$ cat config.mk
export PLATFORM = sky130hd
export DESIGN_NAME = cpd_top
export DESIGN_NICKNAME = d
export VERILOG_FILES = /design/src/cpd_pkg.sv /design/src/cpd_top.sv /design/src/cpd_deadtime.sv /design/src/cpd_ctrl_regs.sv
export VERILOG_INCLUDE_DIRS = /design/src /design/src/src
export SDC_FILE = /design/constraint.sdc
export NUM_CORES = 1
export LEC_CHECK = 0
export ABC_CLOCK_PERIOD_IN_PS = 5800
export BUFFER_PORTS_ARGS = -buffer_cell sky130_fd_sc_hd__buf_2
export CAP_MARGIN = 25
export CORE_ASPECT_RATIO = 1.2
export CORE_MARGIN = 3
export CORE_UTILIZATION = 55
export CTS_CLUSTER_DIAMETER = 30
export CTS_CLUSTER_SIZE = 10
export DETAILED_ROUTE_END_ITERATION = 8
export PLACE_DENSITY = 0.74
export REMOVE_ABC_BUFFERS = 1
export SLEW_MARGIN = 25
export SYNTH_ARGS = -nofsm -noshare
export SYNTH_HDL_FRONTEND = slang
export SYNTH_SLANG_ARGS = --single-unit
$ cat constraint.sdc
create_clock -name clk_i -period 5.8 [get_ports clk_i]
set_clock_uncertainty 0.05 [all_clocks]
set_input_delay 0.29 -clock clk_i [delete_from_list [all_inputs] [get_ports clk_i]]
set_output_delay 0.29 -clock clk_i [all_outputs]
set_load 0.05 [all_outputs]
$ cat src/cpd_cfg.svh
// Purpose: constants of the complementary pwm block: offsets, field positions, reset values, counts
// Assumes: included by bare name from every module file
// Notes:   definitions only
`ifndef CPD_CFG_SVH
`define CPD_CFG_SVH

// register port offsets
`define CPD_ADDR_DUTY     2'h0
`define CPD_ADDR_CTRL     2'h1
`define CPD_ADDR_STATUS   2'h2
`define CPD_ADDR_COUNT    2'h3

// control latch field positions
`define CPD_DT_LSB        0
`define CPD_DT_MSB        2
`define CPD_BIT_DIV       3
`define CPD_BIT_RSVD      4
`define CPD_BIT_LOCK      5
`define CPD_BIT_RES8      6
`define CPD_BIT_STOP      7

// reset values
`define CPD_CTRL_RESET    8'h47
`define CPD_DUTY_RESET    8'h00

// timing
`define CPD_CLK_PERIOD_NS 25
`define CPD_DT_UNIT_CYC   4'h2
`define CPD_DT_MAX_CYC    4'he
`define CPD_LEN_7BIT      10'h080
`define CPD_LEN_8BIT      10'h100
`define CPD_CNT_TOP_7BIT  8'h7f
`define CPD_CNT_TOP_8BIT  8'hff
`define CPD_DUTY_PIPE     3

`endif

$ cat src/cpd_pkg.sv
// Purpose: shared types of the complementary pwm block
// Assumes: nothing
// Notes:   constants live in cpd_cfg.svh
package cpd_pkg;
  typedef logic [7:0] cpd_byte_t;
  // output enable state, one-hot
  typedef enum logic [1:0] {
    CPD_ST_STOPPED = 2'b01,
    CPD_ST_RUNNING = 2'b10
  } cpd_run_e;
endpackage

$ cat src/cpd_top.sv
// Purpose: complementary pwm generator with programmable dead-time and a simple register port
// Assumes: single 40 MHz clock; rst_i is the hard init and must be pulsed after power-up
// Notes:   kill_n_i is asynchronous and is synchronised here; read data follow the strobe by one clock
`timescale 1ns/1ps
`include "cpd_cfg.svh"

////////////////////////////////////////////////////////////////////////////////////////////////////
module cpd_top (
  input  wire logic               clk_i,
  input  wire logic               rst_i,
  input  wire logic [1:0]         addr_i,
  input  wire cpd_pkg::cpd_byte_t wdata_i,
  input  wire logic               wr_i,
  input  wire logic               rd_i,
  input  wire logic               kill_n_i,
  output cpd_pkg::cpd_byte_t      rdata_o,
  output logic                    primary_drive_o,
  output logic                    complement_drive_o
);

  ////////////////////////////////////////////////////////////////////////////////////////////////
  // comparator function, used by the datapath only; the checks restate the compare inline
  function automatic logic cpd_compare(input logic [7:0] cnt, input logic [7:0] duty, input logic res8);
    logic hit;
    hit = 1'b0;
    if (res8) begin
      // codes 0 and 1 give a flat low, all ones a flat high
      if (duty <= 8'h01) begin
        hit = 1'b0;
      end else if (duty == `CPD_CNT_TOP_8BIT) begin
        hit = 1'b1;
      end else begin
        hit = cnt < duty;
      end
    end else begin
      if (duty[7] || duty[6:0] == `CPD_CNT_TOP_7BIT) begin
        hit = 1'b1;
      end else if (duty[6:0] <= 7'h01) begin
        hit = 1'b0;
      end else begin
        hit = cnt[6:0] < duty[6:0];
      end
    end
    return hit;
  endfunction

  ////////////////////////////////////////////////////////////////////////////////////////////////
  // declarations
  cpd_pkg::cpd_byte_t ctrl;
  cpd_pkg::cpd_byte_t duty;
  cpd_pkg::cpd_byte_t duty_eff;
  logic               wr_ctrl;
  logic               wr_duty;
  logic               kill_meta;
  logic               kill_sync;
  logic               div_phase;
  logic               tick;
  logic [7:0]         count;
  logic               period_start;
  logic               raw;
  logic               prim;
  logic               comp;
  cpd_pkg::cpd_run_e  run_state;
  cpd_pkg::cpd_run_e  next_run_state;
  logic               enabled;
  logic               res8;
  logic               div;
  logic               stop;

  assign res8 = ctrl[`CPD_BIT_RES8];
  assign div  = ctrl[`CPD_BIT_DIV];
  assign stop = ctrl[`CPD_BIT_STOP];

  ////////////////////////////////////////////////////////////////////////////////////////////////
  // register port decode
  always_comb begin
    wr_ctrl = 1'b0;
    wr_duty = 1'b0;
    if (wr_i && addr_i == `CPD_ADDR_DUTY) begin
      wr_duty = 1'b1;
    end else if (wr_i && addr_i == `CPD_ADDR_CTRL) begin
      wr_ctrl = 1'b1;
    end
  end

  // read data stand for one clock only, zero otherwise
  always_ff @(posedge clk_i) begin
    if (rst_i) begin
      rdata_o <= 8'h00;
    end else if (!rd_i) begin
      rdata_o <= 8'h00;
    end else if (addr_i == `CPD_ADDR_DUTY) begin
      rdata_o <= duty;
    end else if (addr_i == `CPD_ADDR_CTRL) begin
      rdata_o <= ctrl;
    end else if (addr_i == `CPD_ADDR_STATUS) begin
      rdata_o <= {5'h00, enabled, kill_sync, raw};
    end else begin
      rdata_o <= count;
    end
  end

  cpd_ctrl_regs u_regs (
    .clk_i      (clk_i),
    .rst_i      (rst_i),
    .wr_ctrl_i  (wr_ctrl),
    .wr_duty_i  (wr_duty),
    .wdata_i    (wdata_i),
    .ctrl_o     (ctrl),
    .duty_o     (duty),
    .duty_eff_o (duty_eff)
  );

  ////////////////////////////////////////////////////////////////////////////////////////////////
  // kill input from a pin: two flops before use
  always_ff @(posedge clk_i) begin
    if (rst_i) begin
      kill_meta <= 1'b0;
      kill_sync <= 1'b0;
    end else begin
      kill_meta <= kill_n_i;
      kill_sync <= kill_meta;
    end
  end

  ////////////////////////////////////////////////////////////////////////////////////////////////
  // prescaler: a tick every clock, or every second clock when dividing
  always_ff @(posedge clk_i) begin
    if (rst_i) begin
      div_phase <= 1'b0;
    end else begin
      div_phase <= ~div_phase;
    end
  end
  assign tick = div ? div_phase : 1'b1;

  // pwm counter wraps at 127 or 255; >= guards a resolution change mid-period
  always_ff @(posedge clk_i) begin
    if (rst_i) begin
      count <= 8'h00;
    end else if (tick) begin
      if (res8 ? (count == `CPD_CNT_TOP_8BIT) : (count >= `CPD_CNT_TOP_7BIT)) begin
        count <= 8'h00;
      end else begin
        count <= count + 8'h01;
      end
    end
  end
  assign period_start = tick && (count == 8'h00);

  // live compare against the pipe output, so a change lands mid-period
  assign raw = cpd_compare(count, duty_eff, res8);

  cpd_deadtime u_dt (
    .clk_i  (clk_i),
    .rst_i  (rst_i),
    .raw_i  (raw),
    .code_i (ctrl[`CPD_DT_MSB:`CPD_DT_LSB]),
    .prim_o (prim),
    .comp_o (comp)
  );

  ////////////////////////////////////////////////////////////////////////////////////////////////
  // output enable: off at once, back on only at a period start
  always_comb begin
    next_run_state = run_state;
    case (run_state)
      cpd_pkg::CPD_ST_STOPPED: begin
        if (stop && kill_sync && period_start) begin
          next_run_state = cpd_pkg::CPD_ST_RUNNING;
        end
      end
      cpd_pkg::CPD_ST_RUNNING: begin
        if (!stop || !kill_sync) begin
          next_run_state = cpd_pkg::CPD_ST_STOPPED;
        end
      end
      default: begin
        next_run_state = cpd_pkg::CPD_ST_STOPPED;
      end
    endcase
  end

  always_ff @(posedge clk_i) begin
    if (rst_i) begin
      run_state <= cpd_pkg::CPD_ST_STOPPED;
    end else begin
      run_state <= next_run_state;
    end
  end
  assign enabled = (run_state == cpd_pkg::CPD_ST_RUNNING);

  // drives gated by the live enable terms too, so stop bites without waiting for the state
  always_ff @(posedge clk_i) begin
    if (rst_i) begin
      primary_drive_o    <= 1'b0;
      complement_drive_o <= 1'b0;
    end else begin
      primary_drive_o    <= enabled && stop && kill_sync && prim;
      complement_drive_o <= enabled && stop && kill_sync && comp;
    end
  end

  ////////////////////////////////////////////////////////////////////////////////////////////////
  // checking helpers: length of the last period and whether settings moved during it
  logic [9:0] per_cyc;
  logic       cfg_moved;
  logic       seen_start;
  logic [9:0] exp_len;

  always_ff @(posedge clk_i) begin
    if (rst_i) begin
      per_cyc    <= 10'h000;
      cfg_moved  <= 1'b1;
      seen_start <= 1'b0;
    end else if (period_start) begin
      per_cyc    <= 10'h001;
      cfg_moved  <= wr_ctrl; // a write on the start edge spoils the new period too
      seen_start <= 1'b1;
    end else begin
      per_cyc <= per_cyc + 10'h001;
      if (wr_ctrl) begin
        cfg_moved <= 1'b1;
      end
    end
  end
  assign exp_len = (res8 ? `CPD_LEN_8BIT : `CPD_LEN_7BIT) << div;
endmodule // cpd_top

$ cat src/cpd_deadtime.sv
// Purpose: turns the raw comparator level into two non-overlapping drives with dead-time
// Assumes: raw_i comes from logic on clk_i
// Notes:   drives are registered; gating for stop is done by the caller
`timescale 1ns/1ps
`include "cpd_cfg.svh"
module cpd_deadtime (
  input  wire logic       clk_i,
  input  wire logic       rst_i,
  input  wire logic       raw_i,
  input  wire logic [2:0] code_i,
  output logic            prim_o,
  output logic            comp_o
);
  logic       target;
  logic [3:0] cnt;
  logic [3:0] off_run;
  logic [2:0] gap_code;

  // with a nonzero code a change of the raw level turns both off, then the new side on after the gap; code 0 switches at once
  always_ff @(posedge clk_i) begin
    if (rst_i) begin
      target <= 1'b0;
      cnt    <= `CPD_DT_MAX_CYC;
      prim_o <= 1'b0;
      comp_o <= 1'b0;
    end else if (raw_i != target) begin
      target <= raw_i;
      if (code_i == 3'h0) begin
        prim_o <= raw_i;
        comp_o <= ~raw_i;
        cnt    <= 4'h0;
      end else begin
        // a change inside the gap restarts it, so a short pulse never shows
        cnt    <= {1'b0, code_i} * `CPD_DT_UNIT_CYC;
        prim_o <= 1'b0;
        comp_o <= 1'b0;
      end
    end else if (cnt != 4'h0) begin
      cnt <= cnt - 4'h1;
      if (cnt == 4'h1) begin
        prim_o <= target;
        comp_o <= ~target;
      end
    end
  end

  // helper: length of the current both-off run
  always_ff @(posedge clk_i) begin
    if (rst_i) begin
      off_run <= 4'h0;
    end else if (prim_o || comp_o) begin
      off_run <= 4'h0;
    end else if (off_run != 4'hf) begin
      off_run <= off_run + 4'h1;
    end
  end

  // helper: code that loaded the running gap, so a code write mid-gap is judged fairly
  always_ff @(posedge clk_i) begin
    if (rst_i) begin
      gap_code <= 3'h7;
    end else if (raw_i != target) begin
      gap_code <= code_i;
    end
  end
endmodule // cpd_deadtime

$ cat src/cpd_ctrl_regs.sv
// Purpose: control latch with lock protection, and the duty word latch with its latency pipe
// Assumes: one-cycle write strobe from the register port
// Notes:   duty_eff_o lags the duty latch by three clocks
`timescale 1ns/1ps
`include "cpd_cfg.svh"
module cpd_ctrl_regs (
  input  wire logic             clk_i,
  input  wire logic             rst_i,
  input  wire logic             wr_ctrl_i,
  input  wire logic             wr_duty_i,
  input  wire cpd_pkg::cpd_byte_t wdata_i,
  output cpd_pkg::cpd_byte_t    ctrl_o,
  output cpd_pkg::cpd_byte_t    duty_o,
  output cpd_pkg::cpd_byte_t    duty_eff_o
);
  cpd_pkg::cpd_byte_t cap;
  logic               cap_v;
  cpd_pkg::cpd_byte_t pipe [`CPD_DUTY_PIPE];

  // control latch: whole byte at once with the reserved bit cleared when unlocked, only stop when locked
  always_ff @(posedge clk_i) begin
    if (rst_i) begin
      ctrl_o <= `CPD_CTRL_RESET;
    end else if (wr_ctrl_i) begin
      if (ctrl_o[`CPD_BIT_LOCK]) begin
        ctrl_o[`CPD_BIT_STOP] <= wdata_i[`CPD_BIT_STOP];
      end else begin
        ctrl_o <= wdata_i & ~(8'h01 << `CPD_BIT_RSVD);
      end
    end
  end

  // duty write captured with no sync needed; latch loads the clock after the strobe
  always_ff @(posedge clk_i) begin
    if (rst_i) begin
      cap    <= `CPD_DUTY_RESET;
      cap_v  <= 1'b0;
      duty_o <= `CPD_DUTY_RESET;
    end else begin
      cap_v <= wr_duty_i;
      if (wr_duty_i) begin
        cap <= wdata_i;
      end
      if (cap_v) begin
        duty_o <= cap;
      end
    end
  end

  // three-clock pipe from latch to comparator
  always_ff @(posedge clk_i) begin
    if (rst_i) begin
      for (int i = 0; i < `CPD_DUTY_PIPE; i++) begin
        pipe[i] <= `CPD_DUTY_RESET;
      end
    end else begin
      pipe[0] <= duty_o;
      for (int i = 1; i < `CPD_DUTY_PIPE; i++) begin
        pipe[i] <= pipe[i-1];
      end
    end
  end
  assign duty_eff_o = pipe[`CPD_DUTY_PIPE-1];
endmodule // cpd_ctrl_regs

==> results of run 1 <==
[cell families after synthesis]
group                      share of synthesized area [%]
muxes                                               6.00
xor gates and xnor gates                            1.91
and+or+nand+nor                                     23.4
AOI/OAI and AO/OA                                   11.2
DFF                                                 48.7
buffers and inverters                               3.86
adders and majority gates                           4.99
[cells in the final DEF (no fill, tap or decap), drive strengths merged, types with 3 or more instances in the layout]
cell type	instances
and3	3
clkbuf	10
dfxtp	78
a211oi	4
xnor2	3
o211ai	3
buf	25
nand2	37
nand4	3
nor3	7
nor4	3
o21ai	9
ha	12
nor2b	32
inv	19
a21oi	21
mux2i	17
xor2	4
nor2	40
nand3	3
a31oi	5
[worst paths after layout]
kind	to	slack, ps	cells after the start
worst max-delay path	u_dt.cnt[3]$_SDFFE_PP1P_	3330	9
worst max register to register	u_dt.cnt[3]$_SDFFE_PP1P_	3330	9
worst min register to register	kill_sync$_SDFF_PP0_	390	1
worst min-delay path	kill_meta$_SDFF_PP0_	100	2
[area by class of cell]
| class | count | area [um2] |
|---|---|---|
| Clock buffer | 10 | 138 |
| Timing Repair Buffer | 25 | 128 |
| Clock inverter | 6 | 93.8 |
| Fill cell | 467 | 1870 |
| Tap cell | 77 | 96.3 |
| Multi-Input combinational cell | 233 | 1520 |
| Inverter | 18 | 67.6 |
| Sequential cell | 78 | 1560 |
[through the flow]
stage	hold WS (ps)	total power [mW]	cells	instance area (um2)	utilization [%]
finish	95.3	1.10	447	3610	65.9
global route	113	1.14	447	3610	65.9
detailed placement	375	0.652	431	3380	61.6
floorplan	302	0.623	329	3150	-
CTS	82.1	1.11	447	3610	65.9
global placement	366	0.650	431	3380	61.6
[registers in the layout, summed over array words and instances (netlist names)]
signal / cells
u_dt.prim_o: 1
u_regs.cap_v: 1
rdata_o: 8
count: 8
u_regs.ctrl_o: 7
kill_meta: 1
run_state: 2
u_dt.cnt: 4
u_regs.cap: 8
u_regs.duty_o: 8
primary_drive_o: 1
div_phase: 1
u_dt.comp_o: 1
u_dt.target: 1
u_regs.pipe: 24
kill_sync: 1
complement_drive_o: 1
[layer usage]
layer,share of wire (%),wire [um]
met5,0,0
met4,2.1,124
met3,3.7,220
met2,49,2910
met1,45,2670
[power groups by stage]
stage	logic (mW)	registers [mW]	clock network, mW
finish	0.0781	0.561	0.456
global route	0.0903	0.564	0.487
CTS	0.0789	0.561	0.465
detailed placement	0.0785	0.574	0
global placement	0.0772	0.573	0
floorplan	0.0486	0.574	0
[critical path, delay by kind of cell (launching register included)]
family	cells	cell delay, ps
DFF	1	380
adders and majority gates	1	310
and+or+nand+nor	1	590
buffers and inverters	1	80
AOI/OAI and AO/OA	6	940
==> results.yml, run 1 <==
outcome:
  run_status: "finished clean"
synth:
  post_synth_most_frequent_cells: "dfxtp_1 (78), nor2_1 (40), nand2_1 (37), nor2b_1 (32), a21oi_1 (20)"
  seq_area_frac_synth_pct: 48.7
  synth.most_common_cell: "dfxtp_1"
  synth_async_sr_flop_share_pct: 0
  postSynthAreaPerCell_um2: 9.33
  netlist.area_leader.share_pct: 48.7
  synth.largest_area_cell: "dfxtp_1"
  synthesis.instances: 344
  postSynth.topFlopCell: "dfxtp_1"
  synthDistinctLibCells: 48
  ys_ff_latch: 78
  yosysWarnings: 0
  synth_enable_flop_cells: 0
  syn_area_um2: 3210
  post_synth_main_area_contributors: "dfxtp_1 (49%), nor2b_1 (6.2%), mux2i_1 (5.3%)"
floorplanning:
  num_rows: 29
  die_w_um: 75.7
  ioPinCount: 25
  core_um2: 5480
  die_area_um2: 6790
  start_util_pct: 58.6
  die_h_um: 89.7
place:
  post-dp-hpwl_um: 4330
  numPortBuffers: 24
  place_worst_setup_slack_ps: 3330
  gp_congestion: 0.789
worst_setup_path:
  worst_path_max_delay_cell: "nor4_2"
  timing.critical_path.cells: "inv_1 > ha_1 > a21oi_1 > o211ai_1 > a31oi_1 > a211oi_1 > nor4_2 > o21ba_1 > o21ai_1"
  crit_arrival_ps: 2650
  peak_fanout_along_the_critical_path: 7
  cp.required_ps: 5970
  worst-setup-path-type: "reg2reg"
  critPathLaunchType: "register"
  critical_path.max_stage_delay_ps: 590
  timing.rr.start: "u_regs.pipe[0][18]$_SDFF_PP0_"
  setup.worst_path.end_class: "register"
  timing.critical_path.from: "u_regs.pipe[0][18]$_SDFF_PP0_"
final_layout:
  flow.area_growth_from_synthesis_pct: 12.4
  drive_gt1_share_pct: 14.3
  insertedDiodeCount: 0
  fin_nets: 392
drt:
  routed_wl_um: 5930
  avgRoutedWirePerCell_um: 13.3
  drt_pre_antenna_iters: 4
  detail-route-antenna-nets: 0
  route.vias.total: 2354
  drc_violation_count_after_routing: 0
  drt-initial-drc-count: 103
  average_via_count_per_standard_cell: 5.27
grt:
  vias_in_the_first_global_route: 2321
  grt_overflow_total: 0
  grt.total_usage_pct: 20.5
  first_pass_grt_wire_length_um: 10500
  groute.layer.met2.usage_pct: 33.3
  grt_use_met1_pct: 25.9
  maximum_number_of_pins_on_one_net_before_global_route_repair: 56
  initial_antenna_violation_count: 0
  grtUsageMet3_pct: 5.12
  globalRoute.busiestLayer: "met2"
clock_tree:
  cts-buffers-inserted: 9
  clk_latency_ps: 350
  clock_sinks: 78
  clockRootBuffer: "clkbuf_8"
  cts-hold-fix-buffers: 0
  cts-resized-gates: 0
  htree_num_levels: 3
  cts_post_setup_buffers_inserted: 0
  clk_pin_slew_worst_paths_ps: 80
  tritoncts: "yes"
  ctsLongestPathBuffers: 2
sta:
  normalized_max_slew_margin_pct: 58.6
  setup_slack_ps: 3330
  drv_slew: 0
  hold_viol_final: 0
  grt_setup_unrepaired: "no"
  setup_total_neg_slack_ps: 0
  period_share_pct: 42.7
  max_freq_mhz: 404
  timing.final.crit_period_ps: 2470
  worst-slew-pin-transition_ps: 616
  timing.final.setup_violations: 0
power:
  static-leakage-power_nw: 1.42
  sequentialPowerShare_pct: 51.2
  power_per_cell_area_nw_per_um2: 304
  netSwitchingPower_uw: 258
  power.share.clock_pct: 41.6
  intPower_uw: 837
  share_comb_of_total_power_pct: 7.1
  vdd.ir_drop.worst_mv: 0.231
  switching_share_pct: 23.6
job:
  max-cap-violations: 0
hold_path:
  hold_path.startpoint: "kill_n_i"
  hp-class: "in2reg"
Power figures use the tool's default switching activity.
==> run 2: changes to the inputs <==
ABC_AREA = 1   (was unset)
ABC_CLOCK_PERIOD_IN_PS = 2100   (was 5800)
CORE_UTILIZATION = 53   (was 55)
PLACE_DENSITY = 0.75   (was 0.74)
clock period = 2.1 ns   (was 5.8 ns; I/O delays follow)
==> run 2 against run 1 <==
Area after synthesis rose by 0.86%. Flip-flop and latch count stayed put. Worst setup slack got worse by 3000 ps. Hold slack got worse by 46 ps. Combinational power increased to 3.4 times the previous value. Power grew to 2.8 times the previous value. Critical path depth grew 5. Register-to-register slack worse by 3000 ps. Critical path type unchanged. Highest routed layer unchanged. Cell count grew 23%. Clock-buffer cell count rose by 1. First-iteration DRC count increased by 16%.
==> results.yml, run 2 <==
grt:
  maximum_number_of_pins_on_one_net_before_global_route_repair: 37
  first_pass_grt_wire_length_um: 11300
  initial_antenna_violation_count: 0
  vias_in_the_first_global_route: 2663
  grt.total_usage_pct: 20.2
  grt_overflow_total: 0
final_layout:
  multi_input_area_um2: 1330
  flow.area_growth_from_synthesis_pct: 16.3
  drive_gt1_share_pct: 12.8
  final-seq-area_um2: 1560
  fin_nets: 491
  largest_reg_flops: 24
  most_frequent_cells_in_the_layout: "inv_1 (78), dfxtp_1 (78), nor2_1 (66)"
  final.fill_count: 530
  registers.top_by_ff_count: "u_regs.pipe"
  insertedDiodeCount: 0
  count_of_non_filler_cells_in_the_finished_layout: 549
  final_core_util_pct: 65.1
clock_tree:
  cts-resized-gates: 0
  htree_num_levels: 3
  cts-buffers-inserted: 9
  cts-hold-fix-buffers: 9
  tritoncts: "yes"
  ctsLongestPathBuffers: 2
  clock_sinks: 78
  clk_latency_ps: 340
  cts_post_setup_buffers_inserted: 0
  clockRootBuffer: "clkbuf_8"
  clk_pin_slew_worst_paths_ps: 70
floorplanning:
  num_rows: 30
  die_w_um: 77.3
  ioPinCount: 25
  core_um2: 5780
  die_area_um2: 7080
  die_h_um: 91.6
  start_util_pct: 56.0
place:
  place_worst_setup_slack_ps: 305
  placed_cells_incl_taps: 524
  numPortBuffers: 24
  gp_congestion: 0.987
  post-dp-hpwl_um: 4920
sta:
  hold_viol_final: 0
  setup_total_neg_slack_ps: 0
  timing.final.setup_violations: 0
  worst-slew-pin-transition_ps: 394
  drv_slew: 0
  timing.final.crit_period_ps: 1810
  normalized_max_slew_margin_pct: 73.7
  grt_setup_unrepaired: "no"
  period_share_pct: 86.3
  max_freq_mhz: 552
  setup_slack_ps: 288
worst_setup_path:
  setup.worst_path.end_class: "register"
  cp.required_ps: 2270
  peak_fanout_along_the_critical_path: 7
  worst-setup-path-type: "reg2reg"
  crit_arrival_ps: 1980
  critPathLaunchType: "register"
synth:
  synth.largest_area_cell: "dfxtp_1"
  netlist.area_leader.share_pct: 48.2
  post_synth_main_area_contributors: "dfxtp_1 (48%), inv_1 (9.0%), nor2_1 (7.7%)"
  syn_area_um2: 3240
  synthesis.instances: 425
  postSynthAreaPerCell_um2: 7.62
  synthDistinctLibCells: 30
  post_synth_most_frequent_cells: "dfxtp_1 (78), inv_1 (78), nor2_1 (66), nand2_1 (62), o21ai_0 (27)"
  ys_ff_latch: 78
  synth_enable_flop_cells: 0
  yosysWarnings: 0
  postSynth.topFlopCell: "dfxtp_1"
  synth_async_sr_flop_share_pct: 0
  seq_area_frac_synth_pct: 48.2
job:
  max-cap-violations: 0
power:
  power_per_cell_area_nw_per_um2: 812
  static-leakage-power_nw: 1.72
  vdd.ir_drop.worst_mv: 0.623
  post-layout-total-power_mw: 3.06
drt:
  drt_pre_antenna_iters: 4
  drc_violation_count_after_routing: 0
  detail-route-antenna-nets: 0
  routed_wl_um: 6510
  average_via_count_per_standard_cell: 4.81
  drt-initial-drc-count: 119
  avgRoutedWirePerCell_um: 11.9
  route.vias.total: 2642
outcome:
  run_status: "finished clean"
hold_path:
  hp-class: "in2reg"
-- run 2: cell types whose count changed after synthesis, sizes merged, moves of 5 or more --
cell / delta
a31oi: -5
clkbuf: -8
inv: +65
mux2i: -17
nand2: +32
nand3: +12
nand4: +5
nor2: +29
nor2b: -32
o21ai: +18
o22ai: +5
-- run 2: worst max-delay path, stage by stage, from the launching register on --
cell     delay [ps]
dfxtp_1         370
inv_1            60
ha_1            290
nand2_1          60
nand2_1          50
nand3_1          50
and2_0          140
nand3_1          60
nand2_1          60
nand2_2         110
nand2_4          80
nand2_4          90
nand2_2          80
nand2_1          70
nand3_1          70
-- run 2: path summary, 6_finish.rpt --
check / to / from / slack (ps) / depth (start not counted)
worst min register to register: u_regs.pipe[0][8]$_SDFF_PP0_ / u_regs.pipe[0][0]$_SDFF_PP0_ / 350 / 2
worst min-delay path: rdata_o[4]$_SDFF_PP0_ / addr_i[0] / 50 / 4
worst max-delay path: u_dt.cnt[3]$_SDFFE_PP1P_ / u_regs.pipe[0][20]$_SDFF_PP0_ / 290 / 14
worst max register to register: u_dt.cnt[3]$_SDFFE_PP1P_ / u_regs.pipe[0][20]$_SDFF_PP0_ / 290 / 14
-- run 2: metal layers --
metal	vias up	global-route usage (%)	routed length, um
li1	1417	-	-
met1	1158	22.2	2850
met2	47	35.9	3250
met3	20	2.48	148
met4	0	13.6	272
met5	-	0	0
-- run 2: cell type report --
type / count / share of cell area (%)
well taps: 80 / 2.66
repair buffers: 36 / 6.18
multi-input cells: 255 / 35.3
clock buffers: 11 / 3.76
inverters: 84 / 8.38
clock inverters: 5 / 2.19
flip-flops and latches: 78 / 41.5
-- run 2: cell families after synthesis --
family | synth area share, %
xor gates and xnor gates | 0.812
adders and majority gates | 4.64
AOI/OAI and AO/OA | 11.9
DFF | 48.2
buffers and inverters | 10.7
and+or+nand+nor | 23.7
-- run 2: through the flow --
stage / hold WS, ps / instance area (um2)
finish: 49.3 / 3760
CTS: 40.0 / 3760
floorplan: 122 / 3210
global route: 105 / 3760
detailed placement: 271 / 3450
global placement: 254 / 3450
-- run 2: power breakdown --
part	internal, mW	total [mW]	switching, mW
registers	1.53	1.56	0.0342
logic	0.101	0.266	0.165
clock network	0.704	1.23	0.521
total	2.34	3.06	0.720
